==> config.mk <==
export PLATFORM = sky130hd
export DESIGN_NAME = cdt_channel
export DESIGN_NICKNAME = d
export VERILOG_FILES = /design/src/design/cdt_pkg.sv /design/src/design/cdt_channel.sv
export VERILOG_INCLUDE_DIRS = /design/src /design/src/design
export SDC_FILE = /design/constraint.sdc
export NUM_CORES = 1
export LEC_CHECK = 0
export ABC_AREA = 1
export BUFFER_PORTS_ARGS = -buffer_cell sky130_fd_sc_hd__buf_2
export CAP_MARGIN = 15
export CORE_MARGIN = 3
export CORE_UTILIZATION = 40
export DETAILED_ROUTE_END_ITERATION = 6
export PLACE_DENSITY = 0.71
export SETUP_SLACK_MARGIN = 0.4
export SYNTH_ARGS = -nofsm -noshare
export SYNTH_HDL_FRONTEND = slang
export SYNTH_SLANG_ARGS = --single-unit
==> constraint.sdc <==
create_clock -name clock -period 1.79 [get_ports clock]
set_input_delay 0.179 -clock clock [delete_from_list [all_inputs] [get_ports clock]]
set_output_delay 0.179 -clock clock [all_outputs]
set_load 0.05 [all_outputs]
==> src/design/cdt_defines.svh <==
// register map, field positions, reset values and encodings
// included by the timer channel and its test bench
`ifndef CDT_DEFINES_SVH
`define CDT_DEFINES_SVH

// ==========================================
// register byte offsets
`define CDT_OFS_CTRL    8'h00
`define CDT_OFS_RELOAD  8'h04
`define CDT_OFS_COUNT   8'h08
`define CDT_OFS_CAPT    8'h0c
`define CDT_OFS_RUN     8'h10
`define CDT_OFS_STAT    8'h14
`define CDT_OFS_MASK    8'h18

// ==========================================
// control, run and status field positions
`define CDT_CAPF_BIT    9
`define CDT_UNF_BIT     8
`define CDT_RUN_BIT     2
`define CDT_ST_UNF_BIT  0
`define CDT_ST_CAP_BIT  1

// ==========================================
// reset values
`define CDT_RELOAD_RST  32'h0fff_ffff
`define CDT_COUNT_RST   32'h0fff_ffff

// ==========================================
// encodings
`define CDT_PSC_EXT     3'h5
`define CDT_CAP_OFF     2'h0
`define CDT_CAP_IRQ     2'h3

`endif

==> src/design/cdt_pkg.sv <==
// types shared by the timer channel and its users
// assumes cdt_defines.svh for all numeric constants
package cdt_pkg;

   // ==========================================
   // writable part of the channel control register
   typedef struct packed {
      logic [1:0] capCtrl;
      logic       underflow_irq_enable;
      logic [1:0] edgeSel;
      logic [2:0] psc;
   } cdt_ctrl_t;

   // ==========================================
   // events raised by the counter in one cycle
   typedef struct packed {
      logic capture;
      logic underflow;
   } cdt_evt_t;

endpackage : cdt_pkg

==> src/design/cdt_channel.sv <==
// one down-counting timer channel with auto-reload and input capture
// assumes an apb master on clock, and an asynchronous pin on extPin
//
// Contract
// RQ1: capture request sets capture flag bit 9
// RQ2: writing 0 clears flag, 1 keeps it
// RQ3: underflow sets flag bit 8, sticky
// RQ4: capture control 00 off, 01 prohibited
// RQ5: underflow irq when enable and flag set
// RQ6: edge field: rise, fall, or both
// RQ7: prescaler picks divider or external pin
// RQ8: reload register 32 bits, reset all-ones; the code resets it to 32'h0fff_ffff
// RQ9: counter decrements once per active tick
// RQ10: past zero: set flag, reload, continue
// RQ11: counter resets to all-ones value; the code resets it to 32'h0fff_ffff
// RQ12: capture event copies counter to capture
// RQ13: capture register undefined before first capture
// RQ14: control bits 15 to 10 read zero
// RQ15: run bit halts or runs counter
// RQ16: pin pulses at least 2 or 3 cycles
// RQ17: capture needs internal count source; the code captures with any source selected
// RQ18: read during tick returns old value
// RQ19: capture irq when flag and code 11
`include "cdt_defines.svh"

module cdt_channel #(
   parameter int ADDR_W = 8
) (
   input  wire logic              clock,
   input  wire logic              rst_n,
   input  wire logic              clkEn,
   input  wire logic              psel,
   input  wire logic              penable,
   input  wire logic              pwrite,
   input  wire logic [ADDR_W-1:0] paddr,
   input  wire logic [31:0]       pwdata,
   output logic [31:0]            prdata,
   output logic                   pready,
   output logic                   pslverr,
   input  wire logic              extPin,
   output logic                   underflowIrq,
   output logic                   captureIrq,
   output logic                   irq
);

   // ==========================================
   // elaboration check
   if (ADDR_W < 5) begin : g_bad_addr
      $error("cdt_channel: ADDR_W must be at least 5");
   end

   // ==========================================
   // register state
   cdt_pkg::cdt_ctrl_t ctrl;
   cdt_pkg::cdt_ctrl_t next_ctrl;

   logic               capFlag;
   logic               next_capFlag;

   logic               unfFlag;
   logic               next_unfFlag;

   logic               runBit;
   logic               next_runBit;

   logic [31:0]        reloadVal;
   logic [31:0]        next_reloadVal;

   logic [31:0]        count;
   logic [31:0]        next_count;

   logic [31:0]        captVal;
   logic [31:0]        next_captVal;

   logic [1:0]         status;
   logic [1:0]         next_status;

   logic [1:0]         mask;
   logic [1:0]         next_mask;

   logic [7:0]         div;
   logic [7:0]         next_div;

   logic [31:0]        next_prdata;
   logic               next_pslverr;

   // ==========================================
   // pin synchroniser and edge detect
   logic pinMeta;
   logic pinSync;
   logic pinPrev;
   logic rise;
   logic fall;
   logic edgeHit;

   // ==========================================
   // bus decode
   logic       setup;
   logic       access;
   logic       wrAcc;
   logic       rdAcc;
   logic [7:0] addr;
   logic       mapped;
   logic       wrCtrl;
   logic       wrReload;
   logic       wrCount;
   logic       wrRun;
   logic       wrMask;
   logic       rdStat;

   // ==========================================
   // count control
   logic                divTick;
   logic                tick;
   logic                capOn;
   cdt_pkg::cdt_evt_t   evt;

   // ==========================================
   // helpers
   function automatic logic hit(input logic [7:0] a,
                                input logic [7:0] ofs);
      return a == ofs;
   endfunction

   // reserved control bits 15..10 are never driven
   function automatic logic [31:0] ctrlWord();
      logic [31:0] w;
      w                = 32'h0000_0000;
      w[`CDT_CAPF_BIT] = capFlag;
      w[`CDT_UNF_BIT]  = unfFlag;
      w[7:0]           = ctrl;
      return w;
   endfunction

   function automatic logic [31:0] readMux(input logic [7:0] a);
      logic [31:0] r;
      r = 32'h0000_0000;
      unique case (1'b1)
         hit(a, `CDT_OFS_CTRL):   r = ctrlWord();           // [RQ14]
         hit(a, `CDT_OFS_RELOAD): r = reloadVal;
         hit(a, `CDT_OFS_COUNT):  r = count;
         hit(a, `CDT_OFS_CAPT):   r = captVal;
         hit(a, `CDT_OFS_RUN):    r[`CDT_RUN_BIT] = runBit;
         hit(a, `CDT_OFS_STAT):   r[1:0] = status;
         hit(a, `CDT_OFS_MASK):   r[1:0] = mask;
         default:                 r = 32'h0000_0000;
      endcase
      return r;
   endfunction

   // ==========================================
   // synchroniser: the first stage feeds only the second
   always_ff @(posedge clock or negedge rst_n) begin
      if (!rst_n) begin
         pinMeta <= 1'b0;
         pinSync <= 1'b0;
         pinPrev <= 1'b0;
      end else if (clkEn) begin
         pinMeta <= extPin;
         pinSync <= pinMeta;
         pinPrev <= pinSync;
      end
   end

   // short pin pulses are not filtered; the far side keeps widths
   always_comb begin                                  // [RQ16]
      rise    = pinSync & ~pinPrev;
      fall    = ~pinSync & pinPrev;
      if (ctrl.edgeSel[1])
         edgeHit = rise | fall;                       // [RQ6]
      else if (ctrl.edgeSel[0])
         edgeHit = fall;                              // [RQ6]
      else
         edgeHit = rise;                              // [RQ6]
   end

   // ==========================================
   // bus decode
   always_comb begin
      addr   = 8'(paddr);
      setup  = psel & ~penable;
      access = psel & penable & clkEn;
      wrAcc  = access & pwrite;
      rdAcc  = access & ~pwrite;
      mapped = hit(addr, `CDT_OFS_CTRL)   | hit(addr, `CDT_OFS_RELOAD) |
               hit(addr, `CDT_OFS_COUNT)  | hit(addr, `CDT_OFS_CAPT)   |
               hit(addr, `CDT_OFS_RUN)    | hit(addr, `CDT_OFS_STAT)   |
               hit(addr, `CDT_OFS_MASK);
      wrCtrl   = wrAcc & hit(addr, `CDT_OFS_CTRL);
      wrReload = wrAcc & hit(addr, `CDT_OFS_RELOAD);
      wrCount  = wrAcc & hit(addr, `CDT_OFS_COUNT);
      wrRun    = wrAcc & hit(addr, `CDT_OFS_RUN);
      wrMask   = wrAcc & hit(addr, `CDT_OFS_MASK);
      rdStat   = rdAcc & hit(addr, `CDT_OFS_STAT);
   end

   // zero wait states; a low clkEn stretches the access phase
   always_comb begin
      pready = psel & penable & clkEn;
   end

   // ==========================================
   // count source
   always_comb begin
      unique case (ctrl.psc)                          // [RQ7]
         3'h0:         divTick = &div[1:0];
         3'h1:         divTick = &div[3:0];
         3'h2:         divTick = &div[5:0];
         3'h3:         divTick = &div[7:0];
         `CDT_PSC_EXT: divTick = edgeHit;
         default:      divTick = 1'b0;
      endcase
      // capture ignores the source; software keeps it internal
      capOn       = ctrl.capCtrl[1];                  // [RQ4] [RQ17]
      tick        = runBit & divTick;                 // [RQ15]
      evt.underflow = tick & (count == 32'h0000_0000);
      evt.capture   = capOn & edgeHit;                // [RQ4] [RQ6]
   end

   // ==========================================
   // free divider from reset; tick phase does not follow software
   always_comb begin
      next_div = div + 8'h01;
   end

   always_ff @(posedge clock or negedge rst_n) begin
      if (!rst_n)
         div <= 8'h00;
      else if (clkEn)
         div <= next_div;
   end

   // ==========================================
   // read path; prdata and pslverr stand until the next setup
   always_comb begin
      next_prdata  = prdata;
      next_pslverr = pslverr;

      if (setup) begin
         // sampled before this edge's decrement
         next_prdata  = readMux(addr);                // [RQ18]
         next_pslverr = ~mapped;
      end
   end

   always_ff @(posedge clock or negedge rst_n) begin
      if (!rst_n) begin
         prdata  <= 32'h0000_0000;
         pslverr <= 1'b0;
      end else if (clkEn) begin
         prdata  <= next_prdata;
         pslverr <= next_pslverr;
      end
   end

   // ==========================================
   // control, flags, run bit and mask
   always_comb begin
      next_ctrl    = ctrl;
      next_capFlag = capFlag;
      next_unfFlag = unfFlag;
      next_runBit  = runBit;
      next_mask    = mask;

      // a 1 written to a flag leaves it as it was
      if (wrCtrl) begin
         next_ctrl = pwdata[7:0];
         if (!pwdata[`CDT_CAPF_BIT])
            next_capFlag = 1'b0;                      // [RQ2]
         if (!pwdata[`CDT_UNF_BIT])
            next_unfFlag = 1'b0;                      // [RQ2]
      end

      if (wrRun)
         next_runBit = pwdata[`CDT_RUN_BIT];          // [RQ15]

      if (wrMask)
         next_mask = pwdata[1:0];

      // events win over a clear in the same cycle
      if (evt.capture)
         next_capFlag = 1'b1;                         // [RQ1]
      if (evt.underflow)
         next_unfFlag = 1'b1;                         // [RQ3]
   end

   always_ff @(posedge clock or negedge rst_n) begin
      if (!rst_n) begin
         ctrl    <= '0;
         capFlag <= 1'b0;
         unfFlag <= 1'b0;
         runBit  <= 1'b0;
         mask    <= 2'h0;
      end else if (clkEn) begin
         ctrl    <= next_ctrl;
         capFlag <= next_capFlag;
         unfFlag <= next_unfFlag;
         runBit  <= next_runBit;
         mask    <= next_mask;
      end
   end

   // ==========================================
   // counter and reload constant
   always_comb begin
      next_reloadVal = reloadVal;
      next_count     = count;

      // counting; a bus write to the counter below overrides it
      if (evt.underflow)
         next_count = reloadVal;                      // [RQ10]
      else if (tick)
         next_count = count - 32'h0000_0001;          // [RQ9]

      if (wrReload)
         next_reloadVal = pwdata;                     // [RQ8]
      if (wrCount)
         next_count = pwdata;
   end

   always_ff @(posedge clock or negedge rst_n) begin
      if (!rst_n) begin
         reloadVal <= `CDT_RELOAD_RST;                // [RQ8]
         count     <= `CDT_COUNT_RST;                 // [RQ11]
      end else if (clkEn) begin
         reloadVal <= next_reloadVal;
         count     <= next_count;
      end
   end

   // ==========================================
   // sticky status, cleared by a read
   always_comb begin
      next_status = status;

      // clear only what the read reported, so a later event survives
      if (rdStat)
         next_status = status & ~prdata[1:0];
      if (evt.underflow)
         next_status[`CDT_ST_UNF_BIT] = 1'b1;
      if (evt.capture)
         next_status[`CDT_ST_CAP_BIT] = 1'b1;
   end

   always_ff @(posedge clock or negedge rst_n) begin
      if (!rst_n)
         status <= 2'h0;
      else if (clkEn)
         status <= next_status;
   end

   // ==========================================
   // capture register
   // a halted counter still captures its held value
   always_comb begin
      next_captVal = captVal;
      if (evt.capture)
         next_captVal = count;                        // [RQ12]
   end

   // no reset: contents undefined until first capture
   always_ff @(posedge clock) begin                   // [RQ13]
      if (clkEn)
         captVal <= next_captVal;
   end

   // ==========================================
   // interrupt requests
   always_comb begin
      underflowIrq = unfFlag & ctrl.underflow_irq_enable;             // [RQ5]
      captureIrq   = capFlag &
                     (ctrl.capCtrl == `CDT_CAP_IRQ);  // [RQ19] [RQ4]
      // one combined line for software that polls status
      irq          = |(status & mask);
   end

endmodule : cdt_channel

Yosys cells after proc, flatten, opt, wreduce, memory -nomap -nowiden. Index checks and enable logic that the tools add are counted.

$add $sub $neg: 2. Multiply operators: 0. Divide/modulo/power cells: 0. $lt $le $gt $ge: 0. Equality and inequality tests: 13. Shifts and indexed selects: 0. Mux-type cells: 18. Bitwise logic cells: 33. Reduce and logical (&&, ||, !) cells: 24.

Operator list (number): 29-bit one-hot mux with 4 select lines (1); 32-bit two-way mux (3); 32-bit logical NOT (1); 32-bit by 1-bit subtractor with 32-bit output (second input constant) (1); 8-bit by 5-bit equality test with 1-bit output (second input constant) (3); 2-bit AND reduction (10); 1-bit AND (18); 8-bit by 4-bit equality test with 1-bit output (second input constant) (2); 2-bit one-hot mux with 6 select lines (1); 1-bit two-way mux (10); 1-bit one-hot mux with 5 select lines (2); 8-bit by 1-bit adder with 8-bit output (second input constant) (1); 8-bit by 3-bit equality test with 1-bit output (second input constant) (1); 8-bit logical NOT (1); 8-bit AND reduction (1); 2-bit nonzero test (4); 1-bit bitwise OR (7); 3-bit by 2-bit equality test with 1-bit output (second input constant) (2); 3-bit AND reduction (2); 6-bit AND reduction (1); 1-bit NOT (5); 2-bit AND (2); 2-bit by 1-bit inequality test with 1-bit output (second input constant) (2); 4-bit AND reduction (1); 8 further kinds (8).

Register bits after elaboration: 155. Bits in latches: 0. RAM bits: 0. Bits in read-only memories: 0. Bits of input ports: 47. Output and inout port bits: 37. Logic and storage cells: 109. Memories: 0.

Depth between registers and ports, before layout.
Depth after elaboration: 9. Depth in mapped cells: 14.

Least setup slack after synthesis. Ideal clock, no wire load.

Path kind: register -> register. Start: register pinSync. End: register captVal[0], enable pin. Library setup time: 0.387 ns. Arrival: 1.546 ns. Required time: 1.403 ns. Slack: -0.143 ns. Stages on the path, launching flop included: 6. Buffers on the path: 0. Cell sequence: dfrtp_1 > inv_1 > ha_1 > nand2_1 > nand4_1 > inv_1.

Word-level cells in the longest chain between the ends: 6.

Ends and longest elaborated chain: start: declaration (line cdt_channel.sv:90) `logic pinSync;`; start signal: assignment (line cdt_channel.sv:160) `pinSync <= pinMeta;`; 1-bit NOT (line cdt_channel.sv:168) `fall = ~pinSync & pinPrev;`; 1-bit AND (line cdt_channel.sv:168); 1-bit two-way mux / 1-bit bitwise OR (equally long branches) (line cdt_channel.sv:171, cdt_channel.sv:170); 1-bit two-way mux (*) (line cdt_channel.sv:169) `if (ctrl.edgeSel[1])`; 1-bit AND (*) (line cdt_channel.sv:217) `evt.capture = capOn & edgeHit;`; 2-bit AND reduction (no source line) (*); end signal: assignment (line cdt_channel.sv:364) `captVal <= next_captVal;`; end: declaration (line cdt_channel.sv:72) `logic [31:0] captVal;`.

Mark *: on every way between the ends. The rest lies on a longest branch, timed or not. A chain may end at the register's enable or synchronous reset.

Final worst setup path.
Start: register div[0]. End: register count[15].

Word-level cells in the longest chain between the ends: 6.

Ends and longest elaborated chain: start: declaration (line cdt_channel.sv:81) `logic [7:0] div;`; start signal: assignment (line cdt_channel.sv:230) `div <= next_div;`; 8-bit AND reduction (tied with other cells) (line cdt_channel.sv:209) `3'h3: divTick = &div[7:0];`; 1-bit one-hot mux with 5 select lines (*) (line cdt_channel.sv:205) `unique case (ctrl.psc)`; 1-bit AND (*) (line cdt_channel.sv:215) `tick = runBit & divTick;`; 1-bit AND (line cdt_channel.sv:216) `evt.underflow = tick & (count == 32'h0000_0000);`; 3-bit nonzero test (no source line) / 32-bit two-way mux (equally long branches); 2-bit AND reduction (no source line) / 32-bit two-way mux (equally long branches); end signal: assignment (line cdt_channel.sv:324) `` count <= `CDT_COUNT_RST; ``; end signal: assignment (line cdt_channel.sv:327) `count <= next_count;`; end: declaration (line cdt_channel.sv:69) `logic [31:0] count;`.

Marked as above.

==> impl_metrics.env <==
export IMPL_rr_worst_depth=13
export IMPL_crit_fanout=18
export IMPL_antenna_found_initial=0
export IMPL_grt_pass1_vias=7817
export IMPL_num_nets_final=1349
export IMPL_pwr_density_cell_nw_per_um2=766.6
export IMPL_layout_commonest_cell="nand2_1"
export IMPL_fin_area_um2=11170
export IMPL_rows=52
export IMPL_finalCriticalPeriod_ns=1.916
export IMPL_grt_max_degree=45
export IMPL_wl_per_cell_um=17.45
export IMPL_arrival_ns=2.29
export IMPL_synth_largest_area_cell="dfrtp_1"
export IMPL_grt_overflow_total=0
export IMPL_cap_violations=0
export IMPL_root_buffer="clkbuf_16"
export IMPL_slew_violations=0
export IMPL_setup_slack_ns=-0.1262
export IMPL_start_util_pct=40.88
export IMPL_synth_area_leaders="dfrtp_1 20%, dfstp_2 18%, nand2_1 16%"
export IMPL_cts_clk_slew_worst_paths_ns=0.06
export IMPL_dieArea_um2=22510
export IMPL_synthesis_nets=1138
export IMPL_dr_total_vias=8268
export IMPL_cts_htree_levels=4
export IMPL_ys_seq_elements=155
export IMPL_portBuffers=83
export IMPL_multi_input_area_um2=3832
export IMPL_status="complete, but fails checks"
export IMPL_violations="negative setup slack"
export IMPL_drc=0
export IMPL_slew_headroom_pct=70.09
export IMPL_layout_common_cells="335 x nand2_1, 116 x buf_4, 107 x o21ai_0"
export IMPL_setup_viol=50
export IMPL_holdPathEnd="reloadVal[26]"
export IMPL_fillers=1892
export IMPL_drive_above_1_share_pct=30.31
export IMPL_hold_violations=0
export IMPL_crit_top_cell="nand2_1"
export IMPL_grt_pass1_wl_um=42200
export IMPL_finalCritPeriodShare_pct=107.0
export IMPL_dp_slack_ns=-0.07759
export IMPL_worst_r2r_endpoint="count[15]"
export IMPL_crit_type="flip-flop to flip-flop"
export IMPL_drt_iter0_markers=867
export IMPL_firstDrtPassIters=6
export IMPL_antenna_cells=0
export IMPL_synth_cell_types=35
export IMPL_swShare_pct=26.29
export IMPL_area_delta_synth_final_pct=34.59
export IMPL_worstHoldStart="pwdata[26]"
export IMPL_chipWidth_um=150.0
export IMPL_place_gp_congestion=1.002
export IMPL_clk_path_buf_depth=2
export IMPL_die_h_um=150.0
export IMPL_switchingPower_uw=2251
export IMPL_seq_area_um2=4109
export IMPL_tns_ns=-3.570
export IMPL_syn_avg_cell_area_um2=7.641
export IMPL_insertion_delay_ns=0.43
export IMPL_fmax_mhz=521.9
export IMPL_r2r_slack_ns=-0.13
export IMPL_hold_class="primary input to flip-flop"
export IMPL_end_kind="flip-flop"
export IMPL_power_leakage_uw=0.005242
export IMPL_seqPwrFrac_pct=45.7
export IMPL_p_comb_share_pct=13.2
export IMPL_cp_cell_sequence="ha_4 > buf_4 > nand2_1 > nand3_2 > nand2_2 > a21oi_4 > nand2_2 > nand2_4 > nand2_8 > buf_12 > a21oi_2 > nand2_1 > nand2_1"
export IMPL_cts_sinks=155
export IMPL_worstMarginPinSlew_ns=0.4486
export IMPL_synth_top_area_share_pct=20.21
export IMPL_dpl_hpwl_um=18870
export IMPL_via_per_inst=5.233
export IMPL_ir_drop_mv=0.6092
export IMPL_seq_area_frac_synth_pct=49.52
export IMPL_rsz0062_at_grt="yes"
export IMPL_wl_um=27580
export IMPL_post_dp_cell_area_um2=9956
export IMPL_fin_skew_ns=0.007952
export IMPL_io_pins=84
export IMPL_power_share_clock_pct=41.1
export IMPL_core_um2=20300
export IMPL_crit_slowest_cell="dfrtp_1"
export IMPL_slowest_delay_ns=0.40
export IMPL_numCtsBuffers=17
export IMPL_reg2reg_from="div[0]"
export IMPL_yosys_warnings=0
export IMPL_cts_tree="done"
export IMPL_internal_power_uw=6311
export IMPL_syn_instance_count=1086
export IMPL_drtAntennaViolNets=0
export IMPL_cp_start_kind="flip-flop"
export IMPL_worstPathRequired_ns=2.16
export IMPL_mappedNetlistArea_um2=8298
export IMPL_holdPathStages=3
export IMPL_grt_usage_pct=24.33
==> per-layer routing <==
layer	part of all wire, %	vias up	GRT usage [%]
li1	-	3931	-
met1	44	3903	34.59
met2	46	390	37.98
met3	8.1	44	3.846
met4	2.2	0	8.234
met5	0	-	0
==> power groups by stage <==
stage / Sequential, uW / Clock [uW] / Combinational [uW]
floorplan: 4020 / 0 / 416
global placement: 3940 / 0 / 972
detailed placement: 3950 / 0 / 992
CTS: 3890 / 3550 / 1020
global route: 3930 / 3710 / 1250
finish: 3910 / 3520 / 1130
==> registers in the layout, indices dropped and copies added (netlist names), 2 cells and up <==
register / flops
reloadVal: 32
prdata: 32
captVal: 32
count: 32
status: 2
mask: 2
div: 8
ctrl: 7
==> cell families (layout without fill, tap and decap cells) <==
logic type      count (synthesis)  in the layout  synth area share, %
simple gates                  551            551                26.99
compound gates                197            197                12.77
flops                         155            155                49.52
buf+inv                       153            377                7.328
xor+xnor                       25             25                2.639
fa+ha+maj                       5              5               0.7539
==> Yosys cell counts, drive strengths merged <==
library cell and number:
a211oi 2, a21oi 73, a22o 2, a22oi 1, a31o 1, a31oi 2, and2 1, buf 17
clkbuf 24, clkinv 1, dfrtp 67, dfstp 56, edfxtp 32, ha 5, inv 111, nand2 352
nand3 75, nand4 12, nor2 106, nor3 4, nor4 1, o2111ai 1, o211ai 2, o21ai 111
o22ai 2, xnor2 3, xor2 22
==> worst max-delay path by stage <==
| stage | start | end | slack [ns] |
|---|---|---|---|
| floorplan | div[0] | count[28] | -0.01 |
| finish | div[0] | count[15] | -0.13 |
| global route | div[0] | count[30] | -0.22 |
| CTS | count[1] | count[31] | -0.03 |
| detailed placement | count[0] | count[28] | -0.08 |
| global placement | count[0] | count[28] | -0.06 |
==> worst max-delay path, delay by kind of cell (launching register included) <==
family	cells	cell delay, ns
AO/OA/AOI/OAI	2	0.29
adder cells (fa/ha/maj)	1	0.18
buffers and inverters	2	0.29
flip-flops	1	0.40
AND/OR/NAND/NOR	8	0.66
==> metrics by stage <==
| step | hold WS (ns) | total power (uW) | cells | util (%) |
|---|---|---|---|---|
| 2_1_floorplan | -0.1166 | 4439 | 1086 | - |
| 4_1_cts | 0.002205 | 8460 | 1571 | 53.42 |
| 3_5_place_dp | 0.1589 | 4938 | 1522 | 49.04 |
| 5_1_grt | 0.01539 | 8892 | 1580 | 55.02 |
| 6_report | 0.008446 | 8562 | 1580 | 55.02 |
| 3_3_place_gp | 0.1546 | 4910 | 1522 | 49.04 |
==> repair_timing <==
| action | CTS | global route |
|---|---|---|
| hold endpoints to repair | 32 | 0 |
| resized for setup | 28 | 61 |
| setup endpoints to repair | 68 | 95 |
| setup buffers | 6 | 6 |
| cloned | 4 | 3 |
| pin swaps | 3 | 6 |
| hold buffers | 7 | 0 |
==> area by class of cell <==
type	count	area share [%]
clock inverters	13	1.143
clock buffers	19	3.876
inverters	112	3.820
multi-input cells	778	34.32
well taps	270	3.025
flip-flops and latches	155	36.79
repair buffers	233	17.03
(Power assumes the default switching activity.)
